<file path="src/capcmp_timer_pkg.sv">
// Shared constants for the two channel capture compare timer
package capcmp_timer_pkg;

  // Register indices on the byte wide register port
  localparam logic [3:0] ADDR_TSC = 4'h0;
  localparam logic [3:0] ADDR_CNT_HI = 4'h1;
  localparam logic [3:0] ADDR_CNT_LO = 4'h2;
  localparam logic [3:0] ADDR_MOD_HI = 4'h3;
  localparam logic [3:0] ADDR_MOD_LO = 4'h4;
  localparam logic [3:0] ADDR_CH_BASE = 4'h5;
  localparam logic [3:0] CH_STRIDE = 4'h3;
  localparam logic [3:0] CH_OFS_SC = 4'h0;
  localparam logic [3:0] CH_OFS_VHI = 4'h1;
  localparam logic [3:0] CH_OFS_VLO = 4'h2;

  // Timer status and control fields
  localparam int TSC_OVF = 7;
  localparam int TSC_OIE = 6;
  localparam int TSC_HALT = 5;
  localparam int TSC_CLR = 4;
  localparam int TSC_PS_LSB = 0;

  // Channel status and control fields
  localparam int SC_FLAG = 7;
  localparam int SC_IE = 6;
  localparam int SC_MSB = 5;
  localparam int SC_MSA = 4;
  localparam int SC_ELS_LSB = 2;
  localparam int SC_TOV = 1;
  localparam int SC_MAX = 0;

  // Clock selection codes and reset values
  localparam logic [2:0] PS_EXT = 3'h7;
  localparam logic [2:0] PS_RESET = 3'h0;
  localparam logic HALT_RESET = 1'b1;
  localparam logic [15:0] MOD_RESET = 16'hffff;
  localparam logic [15:0] CNT_RESET = 16'h0000;
  localparam logic [6:0] PRESC_ONES = 7'h7f;

  // Edge and level codes
  localparam logic [1:0] ELS_OFF = 2'h0;
  localparam logic [1:0] ELS_TOGGLE = 2'h1;
  localparam logic [1:0] ELS_CLEAR = 2'h2;
  localparam logic [1:0] ELS_SET = 2'h3;

endpackage

</file>
<file path="src/capcmp_timer.sv">
// Two channel 16-bit modulo timer with capture, compare and PWM
// What this block does
// - Count clock is bus clock over 2^select for 000..110, external pin for 111.
// - External pin is forced to input while it is the count source.
// - Overflow flag sets on wrap to zero; reset clears it, writing one does nothing.
// - Flag clears by zero write after a read saw it set, unless overflow since.
// - Overflow request is flag and enable; reset clears the enable.
// - Halt bit freezes the counter; reset sets it.
// - Halt also blocks input captures.
// - Counter clear bit zeroes counter and prescaler, reads zero, self clears.
// - Halt and clear written together leave the counter stopped at zero.
// - High byte read latches low byte until low byte is read.
// - At counter equal modulo, next count clock gives zero and the flag sets one cycle later.
// - Modulo high write blocks overflow flag until modulo low is written.
// - Modulo registers reset to all ones.
// - Channel flag sets on active edge or compare match; writing one does nothing.
// - Channel flag clears by zero write after seeing it set, unless event since.
// - Channel request is flag and its enable; reset clears the enable.
// - Channel zero link bit selects buffered mode, disables channel one, frees its pin.
// - With edge field nonzero, mode bit A picks compare or capture; link overrides.
// - Edge field zero leaves pin to port and presets output by mode bit A.
// - Edge field zero disconnects channel; it connects once an operating mode starts.
// - Capture on rising for 01, falling for 10, both for 11.
// - Match toggles for 01, drives low for 10, drives high for 11.
// - Toggle on wrap toggles output at overflow, winning over a match.
// - Full duty bit with toggle on wrap forces 100% from the next period.
// - Buffered mode switches to the last written value pair at each overflow.
// - Value high write in compare mode blocks compares until low is written.
//
// The implementer's own choices: the placing of the registers and the address-and-strobe port.
`timescale 1ns/1ps
`default_nettype none

module capcmp_timer (
  input wire logic clock,
  input wire logic nrst,
  input wire logic [3:0] addr,
  input wire logic [7:0] wdata,
  input wire logic wr_strobe,
  input wire logic rd_strobe,
  output logic [7:0] rdata,
  input wire logic ext_count_clock_pin,
  input wire logic port_direction_bit,
  output logic ext_pin_direction,
  input wire logic [1:0] channel_pin_in,
  output logic [1:0] channel_pin_out,
  output logic [1:0] channel_pin_oe,
  output logic [1:0] channel_pin_timer,
  output logic overflow_irq,
  output logic [1:0] channel_irq
);
  import capcmp_timer_pkg::*;

  // Address of one register of a channel
  function automatic logic [3:0] chan_reg(input logic ch, input logic [3:0] ofs);
    chan_reg = ADDR_CH_BASE + (ch ? CH_STRIDE : 4'h0) + ofs;
  endfunction

  // Low bits of the prescaler that must all be one for a tick
  function automatic logic [6:0] div_mask(input logic [2:0] sel);
    div_mask = PRESC_ONES >> (3'h7 - sel);
  endfunction

  logic [2:0] pin_s1_q;
  logic [2:0] pin_s2_q;
  logic [2:0] pin_prev_q;
  logic overflow_flag_q;
  logic overflow_irq_enable_q;
  logic counter_halt_q;
  logic [2:0] count_clock_select_q;
  logic ovf_armed_q;
  logic [6:0] presc_q;
  logic [15:0] cnt_q;
  logic step_q;
  logic wrap_q;
  logic [15:0] mod_q;
  logic mod_lock_q;
  logic [7:0] cnt_buf_q;
  logic cnt_latched_q;
  logic channel_pair_link_q;
  logic active_sel_q;
  logic last_wr_q;
  logic [7:0] rdata_q;

  logic [1:0] channel_event_flag_q;
  logic [1:0] channel_irq_enable_q;
  logic [1:0] channel_mode_bit_a_q;
  logic [1:0] edge_level_q [2];
  logic [1:0] toggle_on_wrap_q;
  logic [1:0] full_duty_force_q;
  logic [15:0] val_q [2];
  logic [1:0] cmp_lock_q;
  logic [1:0] cap_lock_q;
  logic [1:0] ch_armed_q;
  logic [1:0] out_q;
  logic [1:0] max_act_q;

  logic wr_tsc;
  logic rd_tsc;
  logic ovf_clear;
  logic ovf_set;
  logic ext_tick;
  logic int_tick;
  logic count_en;
  logic at_mod;
  logic [1:0] ch_en;
  logic [1:0] capture_mode;
  logic [1:0] compare_mode;
  logic [1:0] match;
  logic [1:0] cap_ev;
  logic [1:0] wr_vlo;

  // Control register strobes
  assign wr_tsc = wr_strobe && (addr == ADDR_TSC);
  assign rd_tsc = rd_strobe && (addr == ADDR_TSC);

  // Pins pass two flip-flops; a third stage holds the previous level for edges
  always_ff @(posedge clock) begin
    if (!nrst) begin
      pin_s1_q <= 3'h0;
      pin_s2_q <= 3'h0;
      pin_prev_q <= 3'h0;
    end else begin
      pin_s1_q <= {ext_count_clock_pin, channel_pin_in};
      pin_s2_q <= pin_s1_q;
      pin_prev_q <= pin_s2_q;
    end
  end

  // Count tick from the prescaler or from rising edges of the external pin
  assign ext_tick = pin_s2_q[2] & ~pin_prev_q[2];
  assign int_tick = (presc_q & div_mask(count_clock_select_q)) == div_mask(count_clock_select_q);
  assign count_en = ~counter_halt_q & ((count_clock_select_q == PS_EXT) ? ext_tick : int_tick);
  assign at_mod = (cnt_q == mod_q);

  // External pin is an input whenever it feeds the counter
  assign ext_pin_direction = port_direction_bit & (count_clock_select_q != PS_EXT);

  // Overflow flag handshake: the set always beats a pending clear
  assign ovf_set = wrap_q & ~mod_lock_q;
  assign ovf_clear = wr_tsc & ~wdata[TSC_OVF] & ovf_armed_q;

  // Timer status and control register
  always_ff @(posedge clock) begin
    if (!nrst) begin
      overflow_flag_q <= 1'b0;
      overflow_irq_enable_q <= 1'b0;
      counter_halt_q <= HALT_RESET;
      count_clock_select_q <= PS_RESET;
      ovf_armed_q <= 1'b0;
    end else begin
      if (ovf_set) begin
        overflow_flag_q <= 1'b1;
      end else if (ovf_clear) begin
        overflow_flag_q <= 1'b0;
      end
      if (ovf_set) begin
        ovf_armed_q <= 1'b0;
      end else if (rd_tsc && overflow_flag_q) begin
        ovf_armed_q <= 1'b1;
      end else if (wr_tsc) begin
        ovf_armed_q <= 1'b0;
      end
      if (wr_tsc) begin
        overflow_irq_enable_q <= wdata[TSC_OIE];
        counter_halt_q <= wdata[TSC_HALT];
        count_clock_select_q <= wdata[TSC_PS_LSB +: 3];
      end
    end
  end

  assign overflow_irq = overflow_flag_q & overflow_irq_enable_q;

  // Prescaler and counter; a clear write zeroes both and wins over counting
  always_ff @(posedge clock) begin
    if (!nrst) begin
      presc_q <= 7'h00;
      cnt_q <= CNT_RESET;
      step_q <= 1'b0;
      wrap_q <= 1'b0;
    end else if (wr_tsc && wdata[TSC_CLR]) begin
      presc_q <= 7'h00;
      cnt_q <= CNT_RESET;
      step_q <= 1'b0;
      wrap_q <= 1'b0;
    end else begin
      if (!counter_halt_q) begin
        presc_q <= presc_q + 7'h01;
      end
      step_q <= count_en;
      wrap_q <= count_en & at_mod;
      if (count_en) begin
        cnt_q <= at_mod ? CNT_RESET : cnt_q + 16'h0001;
      end
    end
  end

  // Counter low byte holding buffer for coherent 16-bit reads
  always_ff @(posedge clock) begin
    if (!nrst) begin
      cnt_buf_q <= 8'h00;
      cnt_latched_q <= 1'b0;
    end else if (wr_tsc && wdata[TSC_CLR]) begin
      cnt_buf_q <= 8'h00;
      cnt_latched_q <= 1'b0;
    end else if (rd_strobe && addr == ADDR_CNT_HI && !cnt_latched_q) begin
      cnt_buf_q <= cnt_q[7:0];
      cnt_latched_q <= 1'b1;
    end else if (rd_strobe && addr == ADDR_CNT_LO) begin
      cnt_latched_q <= 1'b0;
    end
  end

  // Modulo registers; a high byte write holds off the overflow flag
  always_ff @(posedge clock) begin
    if (!nrst) begin
      mod_q <= MOD_RESET;
      mod_lock_q <= 1'b0;
    end else if (wr_strobe && addr == ADDR_MOD_HI) begin
      mod_q[15:8] <= wdata;
      mod_lock_q <= 1'b1;
    end else if (wr_strobe && addr == ADDR_MOD_LO) begin
      mod_q[7:0] <= wdata;
      mod_lock_q <= 1'b0;
    end
  end

  // Channel zero link bit and buffered value selection
  always_ff @(posedge clock) begin
    if (!nrst) begin
      channel_pair_link_q <= 1'b0;
      active_sel_q <= 1'b0;
      last_wr_q <= 1'b0;
    end else begin
      if (wr_strobe && addr == chan_reg(1'b0, CH_OFS_SC)) begin
        channel_pair_link_q <= wdata[SC_MSB];
      end
      if (!channel_pair_link_q) begin
        active_sel_q <= 1'b0;
        last_wr_q <= 1'b0;
      end else begin
        if (wr_vlo[1]) begin
          last_wr_q <= 1'b1;
        end else if (wr_vlo[0]) begin
          last_wr_q <= 1'b0;
        end
        if (wrap_q) begin
          active_sel_q <= last_wr_q;
        end
      end
    end
  end

  // Per channel mode decode, register file and output logic
  genvar gi;
  generate
    for (gi = 0; gi < 2; gi++) begin : g_ch
      logic lnk;
      logic wr_sc;
      logic rd_sc;
      logic wr_vhi;
      logic rd_vhi;
      logic rd_vlo;
      logic ch_clear;
      logic ch_set;
      logic live;
      logic [15:0] cmp_val;
      logic lock;
      logic rise;
      logic fall;

      // Link applies only to channel zero; it switches channel one off
      assign lnk = (gi == 0) ? channel_pair_link_q : 1'b0;
      assign ch_en[gi] = (gi == 0) ? 1'b1 : ~channel_pair_link_q;
      assign live = ch_en[gi] & (edge_level_q[gi] != ELS_OFF);
      assign capture_mode[gi] = live & ~lnk & ~channel_mode_bit_a_q[gi];
      assign compare_mode[gi] = live & (lnk | channel_mode_bit_a_q[gi]);

      assign wr_sc = wr_strobe && addr == chan_reg(1'(gi), CH_OFS_SC) && ch_en[gi];
      assign rd_sc = rd_strobe && addr == chan_reg(1'(gi), CH_OFS_SC) && ch_en[gi];
      assign wr_vhi = wr_strobe && addr == chan_reg(1'(gi), CH_OFS_VHI);
      assign wr_vlo[gi] = wr_strobe && addr == chan_reg(1'(gi), CH_OFS_VLO);
      assign rd_vhi = rd_strobe && addr == chan_reg(1'(gi), CH_OFS_VHI);
      assign rd_vlo = rd_strobe && addr == chan_reg(1'(gi), CH_OFS_VLO);

      // Compare source: in buffered mode the active value pair drives channel zero
      assign cmp_val = lnk ? val_q[active_sel_q] : val_q[gi];
      assign lock = lnk ? cmp_lock_q[active_sel_q] : cmp_lock_q[gi];
      assign match[gi] = step_q & compare_mode[gi] & ~lock & (cnt_q == cmp_val);

      // Active edge selection for capture, held off while halted or read-locked
      assign rise = edge_level_q[gi][0] & pin_s2_q[gi] & ~pin_prev_q[gi];
      assign fall = edge_level_q[gi][1] & ~pin_s2_q[gi] & pin_prev_q[gi];
      assign cap_ev[gi] = capture_mode[gi] & (rise | fall) & ~counter_halt_q & ~cap_lock_q[gi];

      assign ch_set = match[gi] | cap_ev[gi];
      assign ch_clear = wr_sc & ~wdata[SC_FLAG] & ch_armed_q[gi];

      // Status and control bits; the event flag keeps set over clear
      always_ff @(posedge clock) begin
        if (!nrst) begin
          channel_event_flag_q[gi] <= 1'b0;
          ch_armed_q[gi] <= 1'b0;
          channel_irq_enable_q[gi] <= 1'b0;
          channel_mode_bit_a_q[gi] <= 1'b0;
          edge_level_q[gi] <= ELS_OFF;
          toggle_on_wrap_q[gi] <= 1'b0;
          full_duty_force_q[gi] <= 1'b0;
        end else begin
          if (ch_set) begin
            channel_event_flag_q[gi] <= 1'b1;
          end else if (ch_clear) begin
            channel_event_flag_q[gi] <= 1'b0;
          end
          if (ch_set) begin
            ch_armed_q[gi] <= 1'b0;
          end else if (rd_sc && channel_event_flag_q[gi]) begin
            ch_armed_q[gi] <= 1'b1;
          end else if (wr_sc) begin
            ch_armed_q[gi] <= 1'b0;
          end
          if (wr_sc) begin
            channel_irq_enable_q[gi] <= wdata[SC_IE];
            channel_mode_bit_a_q[gi] <= wdata[SC_MSA];
            edge_level_q[gi] <= wdata[SC_ELS_LSB +: 2];
            toggle_on_wrap_q[gi] <= wdata[SC_TOV];
            full_duty_force_q[gi] <= wdata[SC_MAX];
          end
        end
      end

      // Channel value pair; capture takes the counter, compare writes lock until low byte
      always_ff @(posedge clock) begin
        if (!nrst) begin
          val_q[gi] <= CNT_RESET;
          cmp_lock_q[gi] <= 1'b0;
          cap_lock_q[gi] <= 1'b0;
        end else begin
          if (cap_ev[gi]) begin
            val_q[gi] <= cnt_q;
          end else if (wr_vhi) begin
            val_q[gi][15:8] <= wdata;
          end else if (wr_vlo[gi]) begin
            val_q[gi][7:0] <= wdata;
          end
          if (wr_vhi && (compare_mode[gi] || (gi == 1 && channel_pair_link_q))) begin
            cmp_lock_q[gi] <= 1'b1;
          end else if (wr_vlo[gi]) begin
            cmp_lock_q[gi] <= 1'b0;
          end
          if (rd_vhi && capture_mode[gi]) begin
            cap_lock_q[gi] <= 1'b1;
          end else if (rd_vlo) begin
            cap_lock_q[gi] <= 1'b0;
          end
        end
      end

      // Output level: preset when idle, wrap toggle beats a match
      always_ff @(posedge clock) begin
        if (!nrst) begin
          out_q[gi] <= 1'b1;
          max_act_q[gi] <= 1'b0;
        end else begin
          if (!live) begin
            out_q[gi] <= ~channel_mode_bit_a_q[gi];
          end else if (compare_mode[gi]) begin
            if (wrap_q && toggle_on_wrap_q[gi]) begin
              out_q[gi] <= ~out_q[gi];
            end else if (match[gi]) begin
              unique case (edge_level_q[gi])
                ELS_TOGGLE: out_q[gi] <= ~out_q[gi];
                ELS_CLEAR: out_q[gi] <= 1'b0;
                ELS_SET: out_q[gi] <= 1'b1;
                default: out_q[gi] <= out_q[gi];
              endcase
            end
          end
          if (!compare_mode[gi]) begin
            max_act_q[gi] <= 1'b0;
          end else if (wrap_q) begin
            max_act_q[gi] <= full_duty_force_q[gi] & toggle_on_wrap_q[gi];
          end
        end
      end

      // Full duty holds the pulse level, the complement of the compare action
      assign channel_pin_out[gi] = max_act_q[gi] ? ~edge_level_q[gi][0] : out_q[gi];
      assign channel_pin_timer[gi] = live;
      assign channel_pin_oe[gi] = compare_mode[gi];
      assign channel_irq[gi] = channel_event_flag_q[gi] & channel_irq_enable_q[gi] & ch_en[gi];
    end
  endgenerate

  // Read data, one cycle after the read strobe and zero otherwise
  always_ff @(posedge clock) begin
    if (!nrst) begin
      rdata_q <= 8'h00;
    end else if (!rd_strobe) begin
      rdata_q <= 8'h00;
    end else begin
      unique case (addr)
        ADDR_TSC: rdata_q <= {overflow_flag_q, overflow_irq_enable_q, counter_halt_q, 2'b00, count_clock_select_q};
        ADDR_CNT_HI: rdata_q <= cnt_q[15:8];
        ADDR_CNT_LO: rdata_q <= cnt_latched_q ? cnt_buf_q : cnt_q[7:0];
        ADDR_MOD_HI: rdata_q <= mod_q[15:8];
        ADDR_MOD_LO: rdata_q <= mod_q[7:0];
        4'h5: rdata_q <= {channel_event_flag_q[0], channel_irq_enable_q[0], channel_pair_link_q,
                          channel_mode_bit_a_q[0], edge_level_q[0], toggle_on_wrap_q[0], full_duty_force_q[0]};
        4'h6: rdata_q <= val_q[0][15:8];
        4'h7: rdata_q <= val_q[0][7:0];
        4'h8: rdata_q <= ch_en[1] ? {channel_event_flag_q[1], channel_irq_enable_q[1], 1'b0,
                          channel_mode_bit_a_q[1], edge_level_q[1], toggle_on_wrap_q[1], full_duty_force_q[1]} : 8'h00;
        4'h9: rdata_q <= val_q[1][15:8];
        4'ha: rdata_q <= val_q[1][7:0];
        default: rdata_q <= 8'h00;
      endcase
    end
  end

  assign rdata = rdata_q;

endmodule

`default_nettype wire

</file>
<file path="config.mk">
export PLATFORM = sky130hd
export DESIGN_NAME = capcmp_timer
export DESIGN_NICKNAME = d
export VERILOG_FILES = /design/src/capcmp_timer_pkg.sv /design/src/capcmp_timer.sv
export SDC_FILE = /design/constraint.sdc
export NUM_CORES = 1
export LEC_CHECK = 0
export ABC_AREA = 0
export BUFFER_PORTS_ARGS = -buffer_cell sky130_fd_sc_hd__buf_2
export CAP_MARGIN = 0
export CORE_MARGIN = 2
export CORE_UTILIZATION = 30
export CTS_BUF_LIST = sky130_fd_sc_hd__clkbuf_2 sky130_fd_sc_hd__clkbuf_4 sky130_fd_sc_hd__clkbuf_8
export DETAILED_ROUTE_END_ITERATION = 8
export SYNTH_ARGS = -nofsm -noshare
export SYNTH_HDL_FRONTEND = slang
export SYNTH_SLANG_ARGS = --single-unit
export TNS_END_PERCENT = 20
</file>
<file path="constraint.sdc">
create_clock -name clock -period 4.18 [get_ports clock]
set_input_delay 0 -clock clock [delete_from_list [all_inputs] [get_ports clock]]
set_output_delay 0 -clock clock [all_outputs]
set_load 0.1 [all_outputs]
</file>
==> Yosys cells after proc, flatten, opt, wreduce, memory -nomap -nowiden <==
Memory sizes are Yosys's and may differ from the RTL's. A register that Yosys moved wholly into a read port is not among the register bits.
Index checks and enable logic that the tools add are counted.
{ "totals": {"out_inout_bits": 18, "reg_bits": 98, "word_cells": 301, "mem_bits_rw": 36, "memories": 2, "in_bits": 20} }
{ "classes": {"n_reduce_logical": 60, "n_bitwise": 78, "n_mux": 87, "n_shift": 1, "eq_ne": 28, "addsub": 3, "order_cmp": 1} }
{ "mem_list": {"columns": ["name", "depth", "word_bits", "read_ports", "rd_ports_with_merged_regs", "write_ports", "line_no", "source"], "rows": [
  ["val_q", 2, 16, 3, 1, 2, "capcmp_timer.sv:91", "logic [15:0] val_q [2];"],
  ["edge_level_q", 2, 2, 2, 0, 2, "capcmp_timer.sv:88", "logic [1:0] edge_level_q [2];"]
]} }
{ "ops": {"columns": ["cell", "n"], "rows": [
  ["8-bit one-hot mux with 11 select lines", 1],
  ["1-bit two-way mux", 72],
  ["16-bit two-way mux", 4],
  ["16-bit == test", 3],
  ["8-bit two-way mux", 6],
  ["1-bit bitwise AND", 43],
  ["1-bit logical AND", 31],
  ["2-bit nonzero test", 15],
  ["1-bit inverter", 21],
  ["16-bit by 1-bit adder with 16-bit output, second input constant", 1],
  ["4-bit by 3-bit == test with 1-bit output, second input constant", 4],
  ["1-bit OR", 13],
  ["4-bit == test, second input constant", 3],
  ["5-bit by 1-bit inequality test with 1-bit output, second input constant", 2],
  ["2-bit AND reduction", 5],
  ["2-bit == test, second input constant", 4],
  ["4-bit by 2-bit == test with 1-bit output, second input constant", 2],
  ["2-bit OR reduction", 4],
  ["7-bit by 1-bit adder with 7-bit output, second input constant", 1],
  ["7-bit bitwise AND", 1],
  ["7-bit == test", 1],
  ["7-bit by 3-bit >> shifter with 7-bit output, first input constant", 1],
  ["3-bit by 2-bit inequality test with 1-bit output, second input constant", 2],
  ["1-bit one-hot mux with 3 select lines", 2],
  ["other kinds (12)", 16]
]} }

==> Longest topological paths before layout <==
Gate-level depths: netlist of run 1.
{ "depth": {"depth_word": 12, "mapped_depth": 9} }

==> Worst setup path after synthesis of run 1 <==
Ideal clock, no wire load.
{ "synth_path": {"path_type": "reg-to-reg", "start": "memory edge_level_q[0][0]", "end": "register out_q[0]", "path_stages_with_launch": 7, "synth_period_minus_slack_ns": 2.905, "n_path_buf": 0, "arrival_ns": 2.783, "setup_slack_ns": 1.275, "setup_ns": 0.122, "cell_sequence": "edfxtp_1 > nor2_1 > nor2_1 > nand3_1 > nor4_4 > o221ai_1 > o311a_1"} }
{ "synth_lines": {"columns": ["element", "line_no", "source"], "rows": [
  ["from (decl)", "capcmp_timer.sv:88", null],
  ["to (signal, indexed assignment)", "capcmp_timer.sv:366", "out_q[gi] <= ~channel_mode_bit_a_q[gi];"],
  ["to (signal, indexed assignment)", "capcmp_timer.sv:369", "out_q[gi] <= ~out_q[gi];"],
  ["to (signal, indexed assignment)", "capcmp_timer.sv:372", "ELS_TOGGLE: out_q[gi] <= ~out_q[gi];"],
  ["to (decl)", "capcmp_timer.sv:95", "logic [1:0] out_q;"]
]} }

==> Final worst setup path of run 1 <==
{ "layout_path": {"start": "register channel_pair_link_q", "end": "register ch_armed_q[1]"} }
{ "layout_via": {"elab_chain_cells": 8, "elab_cells_between_ends": 17, "classes_between": "mux: 1; bitwise: 11; reduce/logical: 5"} }
{ "layout_rtl": {"columns": ["element", "line_no", "source"], "rows": [
  ["from (decl)", "capcmp_timer.sv:80", "logic channel_pair_link_q;"],
  ["from (signal assigned)", "capcmp_timer.sv:236", "channel_pair_link_q <= wdata[SC_MSB];"],
  ["1-bit inverter (*)", "capcmp_timer.sv:274", "assign ch_en[gi] = (gi == 0) ? 1'b1 : ~channel_pair_link_q;"],
  ["1-bit bitwise AND", "capcmp_timer.sv:275", "assign live = ch_en[gi] & (edge_level_q[gi] != ELS_OFF);"],
  ["1-bit bitwise AND (on tied branches)", "capcmp_timer.sv:277, capcmp_timer.sv:276", null],
  ["1-bit bitwise AND (on tied branches) (3 in a row)", "capcmp_timer.sv:289, capcmp_timer.sv:294", null],
  ["1-bit OR", "capcmp_timer.sv:296", "assign ch_set = match[gi] | cap_ev[gi];"],
  ["2-bit OR reduction (no line)", null, null],
  ["to (signal, indexed assignment)", "capcmp_timer.sv:303", "ch_armed_q[gi] <= 1'b0;"],
  ["to (signal, indexed assignment)", "capcmp_timer.sv:316", "ch_armed_q[gi] <= 1'b0;"],
  ["to (signal, indexed assignment)", "capcmp_timer.sv:318", "ch_armed_q[gi] <= 1'b1;"],
  ["to (decl)", "capcmp_timer.sv:94", "logic [1:0] ch_armed_q;"]
]} }
Mark *: on every way between the ends. The rest lies on a longest branch, timed or not.
A chain may end at the register's enable or synchronous reset.

==> results of run 1 <==
==> placed cells by master (no fill, tap or decap), types with 5 or more instances in the layout <==
master | Yosys | layout
xnor2_1 | 30 | 30
inv_1 | 19 | 19
nand4_1 | 9 | 9
edfxtp_1 | 36 | 36
nor2_1 | 74 | 74
and3_1 | 8 | 8
dlygate4sd3_1 | 0 | 12
mux2i_1 | 24 | 24
a22oi_1 | 6 | 6
o21ai_0 | 21 | 20
nand3_1 | 33 | 33
buf_2 | 17 | 37
o211ai_1 | 5 | 5
nor4_1 | 6 | 6
and2_1 | 20 | 20
dfxtp_1 | 98 | 98
a22o_1 | 39 | 39
a32oi_1 | 6 | 6
a21oi_1 | 22 | 22
xor2_1 | 27 | 27
nand2_1 | 92 | 92
a21boi_0 | 12 | 12
nand2b_1 | 15 | 15
a31oi_1 | 9 | 9
buf_4 | 4 | 6
clkbuf_8 | 6 | 17
a221oi_1 | 14 | 14
nor2b_1 | 13 | 13
nor3_1 | 13 | 13
==> logic make-up (layout without fill, tap and decap cells) <==
| logic type | after synthesis | after routing |
|---|---|---|
| AND/OR/NAND/NOR | 309 | 309 |
| flip-flops | 134 | 134 |
| adder cells (fa/ha/maj) | 2 | 2 |
| AO/OA/AOI/OAI | 161 | 161 |
| buffers and inverters | 80 | 106 |
| multiplexers | 25 | 25 |
| XOR/XNOR | 57 | 57 |
==> final timing paths <==
| path | from | endpoint | slack [ns] | cells past startpoint |
|---|---|---|---|---|
| setup / recovery | channel_pair_link_q | ch_armed_q[1] | 1.72 | 4 |
| hold / removal | nrst | out_q[1] | 0.04 | 2 |
| setup reg to reg | channel_pair_link_q | ch_armed_q[1] | 1.72 | 4 |
| hold reg to reg | pin_s1_q[0] | pin_s2_q[0] | 0.44 | 1 |
==> worst max-delay path, delay by kind of cell (launching register included) <==
| kind | cells | cell delay (ns) |
|---|---|---|
| AO/OA/AOI/OAI | 1 | 0.30 |
| flip-flops | 1 | 0.49 |
| AND/OR/NAND/NOR | 3 | 1.57 |
==> layout make-up <==
class	count	area share [%]
timing repair buffer	55	4.51
sequential	134	39.2
multi-input combinational	554	45.3
tap	313	5.04
clock buffer	18	3.11
inverter	19	0.918
clock inverter	14	1.93
==> sequential cells by signal (all words and copies together), names as in the netlist, 3 cells and up, named ones only <==
register	count
val_q	32
pin_s2_q	3
cnt_q	16
count_clock_select_q	3
presc_q	6
pin_s1_q	3
rdata	8
mod_q	16
cnt_buf_q	8
pin_prev_q	3
edge_level_q	4
==> per-stage QoR <==
stage	total power [mW]	cells	instance area, um2
CTS	2.71	1107	7760
global placement	1.62	1063	7250
global route	2.79	1107	7760
detailed placement	1.62	1063	7250
finish	2.71	1107	7760
floorplan	1.55	768	6990
==> layer usage <==
metal  wire length [um]  vias to the layer above  share of wire (%)  track usage (%)
li1                   -                     2761                  -                -
met5                  0                        -                  0                0
met1              10000                     2896                 44             24.9
met4                756                        0                3.3             6.77
met3               1900                       62                8.3             5.23
met2              10200                      255                 45             29.3
==> power breakdown <==
part	switching (mW)	internal (mW)	leakage, nW
Sequential	0.0334	1.36	1.17
Combinational	0.151	0.0637	1.48
Clock	0.562	0.542	0.202
Total	0.746	1.96	2.84
==> metrics.yaml, run 1 <==
clock_latency_ns: 0.46
io_pins: 38
critPathCaptureType: "flip-flop"
drv_cap: 0
via_count: 5974
status: "finished clean"
p_per_area_mw_per_mm2: 349
arrival_ns: 2.82
rows: 55
path_cells: "nor4_2 > nand2_1 > a32o_1 > and3_1"
regArea_mm2: 0.00304
slowest_stage: "nor4_2"
via_per_inst: 5.40
synthAdderAreaFrac_pct: 0.358
yosys-top-cells-count: "dfxtp_1, nand2_1, nor2_1, a22o_1, edfxtp_1"
finish.utilization_pct: 34.1
path_clk_slew_ns: 0.08
hold_buffers: 12
clk_path_buf_depth: 2
setup_violations: 0
cp-start-kind: "flip-flop"
seq_area_frac_synth_pct: 43.5
synth_xor_area_share_pct: 7.14
cts_made_buffers: 17
path_max_fanout: 14
antenna_found_initial: 0
layout_setup_ws_ns: 1.72
synth_flop_cell: "dfxtp_1"
routedWlPerCell_um: 20.6
hold_path_class: "input pin to flip-flop"
critPathMaxStageDelay_ns: 1.02
syn_area_per_cell_um2: 9.10
cts_resized: 0
cts_tree: "done"
synthMuxAreaShare_pct: 3.60
grt_usage_pct: 18.8
synthDistinctLibCells: 65
nets: 803
fmax_mhz: 406
rsz0062_at_grt: "false"
synth_edf_count: 36
n_antenna_cell: 0
finalMaxSlewViolations: 0
h-tree-depth: 4
grt_pass1_vias: 5568
synthSimpleGateAreaFrac_pct: 21.9
grt_pass1_wl_um: 34400
die_area_mm2: 0.0245
numPortBuffers: 37
finalSetupTns_ns: 0
first_iter_violations: 639
yosysTopAreaCellShare_pct: 28.1
worst_pin_slew_ns: 1.09
grt_overflow: 0
ir_worst_vdd_v: 0.000159
root_buffer: "clkbuf_8"
gp_congestion: 0.966
core_area_mm2: 0.0228
dr.pass1.iters: 6
cts.sinks: 134
start_util_pct: 30.7
num-fill-cells: 2379
yosys.cell_count.top_type: "dfxtp_1"
finalCriticalPeriod_ns: 2.46
ys_warn_count: 0
netlist_area_mm2: 0.00699
final.setup_skew_ns: 0.0160
grt_max_degree: 40
die_height_um: 157
drt_wl_total_um: 22900
crit_type: "flip-flop to flip-flop"
dp_slack_ns: 1.78
hold_viol_final: 0
syn_to_final_growth_pct: 11.1
synth_area_leader_cell: "dfxtp_1"
relSlewSlack_pct: 26.4
required_ns: 4.54
postCtsSetupRepairBufs: 0
finalCritPeriodShare_pct: 58.9
syn-num-nets: 790
hpwl_um: 16200
ys_ff_latch: 134
synth_compound_area_share_pct: 17.3
die-width_um: 157
ant_nets: 0
synth_cells: 768
power.leakage_nw: 2.84
holdWs_ns: 0.0411
drcViolationCount: 0
synth_top_family_by_area: "simple AND/OR/NAND/NOR gates"
synthTopCellsByArea: "dfxtp_1, edfxtp_1, nand2_1"
drive_gt1_share_pct: 11.5
multi_input_area_mm2: 0.00352
ys_async_sr_fraction_pct: 0
Power figures use the tool's default switching activity.
==> run 2, diff against run 1 <==
==> constraint.sdc (replaced) <==
create_clock -name clock -period 2.4 [get_ports clock]
set_input_delay 0 -clock clock [delete_from_list [all_inputs] [get_ports clock]]
set_output_delay 0 -clock clock [all_outputs]
set_load 0.1 [all_outputs]
==> metrics.yaml, run 2 (synthesis gave the netlist of run 1 again) <==
status: "finished clean"
hold_viol_final: 0
swShare_pct: 26.4
root_buffer: "clkbuf_8"
numPortBuffers: 37
drt_wl_total_um: 23400
antenna_found_initial: 0
finish.utilization_pct: 35.2
whs_path_depth: 3
nets: 837
layout_common_cells: "dfxtp_1, nand2_1, nor2_1, a22o_1, buf_4"
via_per_inst: 5.36
finalMaxSlewViolations: 0
h-tree-depth: 4
busiest_layer: "met2"
hold_path_class: "input pin to flip-flop"
setup_violations: 0
io_pins: 38
routedWlPerCell_um: 20.5
rsz0062_at_grt: "false"
layout_setup_ws_ns: 0.0972
final.setup_skew_ns: 0.0140
relSlewSlack_pct: 57.6
power.leakage_nw: 3.02
gp_congestion: 0.996
grt_usage_pct: 19.3
grt_use_met1_pct: 25.6
ir_worst_vdd_v: 0.000277
top_register: "val_q"
cts.sinks: 134
grt_use_met3_pct: 5.84
clkPwrFrac_pct: 39.6
required_ns: 2.50
drive_gt1_share_pct: 15.2
finalCritPeriodShare_pct: 96.0
first_iter_violations: 683
reg_top3: "val_q x32, cnt_q x16, mod_q x16"
num-fill-cells: 2330
finalSetupTns_ns: 0
placedCellCount: 1096
drcViolationCount: 0
crit_type: "flip-flop to flip-flop"
syn_to_final_growth_pct: 14.6
grt_pass1_vias: 5758
via_count: 6114
clock_latency_ns: 0.46
n_antenna_cell: 0
power.switching_mw: 1.23
p_per_area_mw_per_mm2: 582
die-width_um: 157
core_area_mm2: 0.0228
die_area_mm2: 0.0245
drv_cap: 0
postCtsSetupRepairBufs: 0
cts_made_buffers: 17
clk_path_buf_depth: 2
dp_slack_ns: 0.159
die_height_um: 157
fin_cells: 1141
grt_max_degree: 33
cts_tree: "done"
critPathCaptureType: "flip-flop"
final_common_cell: "dfxtp_1"
path_max_fanout: 9
holdWs_ns: 0.0650
ant_nets: 0
grt_overflow: 0
hpwl_um: 17100
arrival_ns: 2.40
use_met2_pct: 29.8
start_util_pct: 30.7
finalCriticalPeriod_ns: 2.30
internal-power_mw: 3.43
fmax_mhz: 434
rows: 55
path_clk_slew_ns: 0.08
grt_pass1_wl_um: 35200
ff2ff_path_depth: 5
cp-start-kind: "flip-flop"
largest_reg_flops: 32
worst_pin_slew_ns: 0.635
dr.pass1.iters: 6
seqPwrFrac_pct: 51.9
combPwrFrac_pct: 8.5
run 2: cell types whose count changed in the layout (fill, tap and decap cells not counted), moves of 3 or more:
cell and change:
buf_4 +33, clkbuf_4 +3, clkbuf_8 +3, clkinv_4 -3, inv_6 -3
run 2: metal layers:
layer	vias to the layer above	share of wire [%]
li1	2831	-
met1	2905	42
met2	323	45
met3	55	10
met4	0	2.8
met5	-	0
run 2: worst max-delay path, cell delays in order, from the launching register on:
cell and delay, ns:
dfxtp_1 0.50, buf_4 0.22, nor2_1 0.09, and3_1 0.24, nor2b_1 0.46, nand2_1 0.43
run 2: final timing paths:
check | startpoint | end | slack (ns)
worst max-delay path | channel_pair_link_q | val_q[0][5] | 0.1
worst min-delay path | wr_strobe | full_duty_force_q[0] | 0.06
worst max register to register | channel_pair_link_q | val_q[0][5] | 0.1
worst min register to register | pin_s1_q[2] | pin_s2_q[2] | 0.43
run 2: repair_timing:
item                                    4_1_cts  5_1_grt
resized for setup                             0        1
hold buffers                                 13        0
hold endpoints to repair                     34        0
endpoints found under the setup margin        0        1
run 2: area by class of cell:
| cell class | count | area, um2 | area share, % |
|---|---|---|---|
| Sequential cell | 134 | 3040 | 38.0 |
| Tap cell | 313 | 392 | 4.89 |
| Clock inverter | 8 | 73.8 | 0.921 |
| Timing Repair Buffer | 89 | 608 | 7.59 |
| Clock buffer | 24 | 305 | 3.81 |
| Inverter | 19 | 71.3 | 0.890 |
| Multi-Input combinational cell | 554 | 3520 | 43.9 |
run 2: through the flow:
| step | power, mW | cell area [um2] |
|---|---|---|
| 2_1_floorplan | 2.70 | 6990 |
| 3_3_place_gp | 2.84 | 7500 |
| 3_5_place_dp | 2.84 | 7500 |
| 4_1_cts | 4.67 | 8010 |
| 5_1_grt | 4.81 | 8010 |
| 6_report | 4.66 | 8010 |
run 2: power by group through the flow:
stage	clock, mW	sequential, mW	combinational [mW]
6_report	1.85	2.42	0.396
5_1_grt	1.97	2.42	0.420
4_1_cts	1.87	2.42	0.389
3_5_place_dp	0	2.47	0.370
3_3_place_gp	0	2.47	0.369
2_1_floorplan	0	2.47	0.236
==> run 3, diff against run 2 <==
--- a/config.mk
+++ b/config.mk
@@ -9,7 +9,7 @@
 export BUFFER_PORTS_ARGS = -buffer_cell sky130_fd_sc_hd__buf_2
 export CAP_MARGIN = 0
 export CORE_MARGIN = 2
-export CORE_UTILIZATION = 30
+export CORE_UTILIZATION = 42
 export CTS_BUF_LIST = sky130_fd_sc_hd__clkbuf_2 sky130_fd_sc_hd__clkbuf_4 sky130_fd_sc_hd__clkbuf_8
 export DETAILED_ROUTE_END_ITERATION = 8
 export SYNTH_ARGS = -nofsm -noshare
==> metrics.yaml, run 3 (synthesis gave the netlist of run 1 again) <==
status: "finished clean"
power_mw: 5.16
syn_to_final_growth_pct: 14.7
die_area_mm2: 0.0177
final_common_cell: "dfxtp_1"
p_per_area_mw_per_mm2: 643
path_clk_slew_ns: 0.08
drcViolationCount: 0
finalCritPeriodShare_pct: 94.6
drt_wl_total_um: 23900
core_area_mm2: 0.0164
num-fill-cells: 1541
n_antenna_cell: 0
path_delay_family: "compound AO/OA/AOI/OAI gates"
ant_nets: 0
nets: 838
clk_path_buf_depth: 2
placedCellCount: 1003
worst-path-buf-inv: 1
finalMaxSlewViolations: 0
regArea_mm2: 0.00304
layout_common_cells: "dfxtp_1, nand2_1, nor2_1, a22o_1, buf_4"
final.setup_skew_ns: 0.0194
first_iter_violations: 758
layout_setup_ws_ns: 0.130
finalSetupTns_ns: 0
finalCriticalPeriod_ns: 2.27
power.leakage_nw: 3.06
top_register: "val_q"
clock_latency_ns: 0.46
slowest_stage: "dfxtp_1"
grt_pass1_vias: 5959
via_count: 6312
critPathCaptureType: "flip-flop"
dr.pass1.iters: 6
rows: 47
grt_overflow: 0
via_per_inst: 6.02
ir_worst_vdd_v: 0.000576
largest_reg_flops: 32
hold_path_class: "input pin to flip-flop"
dp_slack_ns: 0.154
rsz0062_at_grt: "false"
critPathMaxStageDelay_ns: 0.54
die_height_um: 133
cts.sinks: 134
io_pins: 38
fin_cells: 1049
finish.utilization_pct: 48.9
h-tree-depth: 4
gp_congestion: 0.965
cts_made_buffers: 17
die-width_um: 133
fmax_mhz: 440
hold_viol_final: 0
grt_max_degree: 41
reg_top3: "val_q x32, cnt_q x16, mod_q x16"
start_util_pct: 42.6
hpwl_um: 17300
cp-start-kind: "flip-flop"
drive_gt1_share_pct: 15.2
antenna_found_initial: 1
grt_usage_pct: 27.2
crit_type: "flip-flop to flip-flop"
multi_input_area_mm2: 0.00352
grt_pass1_wl_um: 35900
required_ns: 2.75
path_max_fanout: 7
drv_cap: 0
path_cells: "inv_1 > a221oi_1 > o2111ai_1 > a2bb2oi_1 > nor4_4 > o221ai_1 > o311a_1"
root_buffer: "clkbuf_8"
relSlewSlack_pct: 47.8
setup_violations: 0
worst_pin_slew_ns: 0.780
arrival_ns: 2.62
numPortBuffers: 37
cts_tree: "done"
routedWlPerCell_um: 22.8
postCtsSetupRepairBufs: 0
run 3: worst paths after layout:
check                   start           to  slack, ns  depth (start not counted)
hold reg to reg   pin_s1_q[0]  pin_s2_q[0]       0.44                          1
setup reg to reg     cnt_q[9]     out_q[0]       0.13                          7
hold / removal        addr[0]  ovf_armed_q       0.15                          4
setup / recovery     cnt_q[9]     out_q[0]       0.13                          7
run 3: report_power, final:
group	switching (mW)	internal, mW	leakage [nW]
clock network	0.929	1.41	0.239
registers	0.0522	2.37	1.17
logic	0.274	0.124	1.66
run 3: what timing repair did:
item                                    in CTS  in global routing
hold buffers                                14                  0
endpoints found under the hold margin       40                  0
gates resized for setup                      0                  1
endpoints found under the setup margin       0                  6
run 3: final cells by class:
type | instances | area share (%)
multi-input combinational | 554 | 43.9
sequential | 134 | 37.9
timing repair buffer | 90 | 7.71
tap | 220 | 3.43
clock buffer | 20 | 3.35
clock inverter | 12 | 2.78
inverter | 19 | 0.889
run 3: worst min-delay path, cell delays in order:
cell and delay (ns):
buf_2 0.19, nor4_1 0.10, a32oi_1 0.21, nor2_1 0.07
run 3: metrics by stage:
| step | hold slack, ns | cell area (um2) |
|---|---|---|
| floorplan | 0.124 | 6990 |
| global placement | 0.204 | 7390 |
| detailed placement | 0.211 | 7390 |
| CTS | 0.117 | 8020 |
| global route | 0.175 | 8020 |
| finish | 0.153 | 8020 |
run 3: routing by layer:
metal	global-route usage, %	vias to the layer above	share of wire (%)
met5	0	-	0.067
met4	11.1	2	3.0
met3	6.13	65	8.3
met2	43.5	326	46
met1	35.5	3082	42
li1	-	2837	-
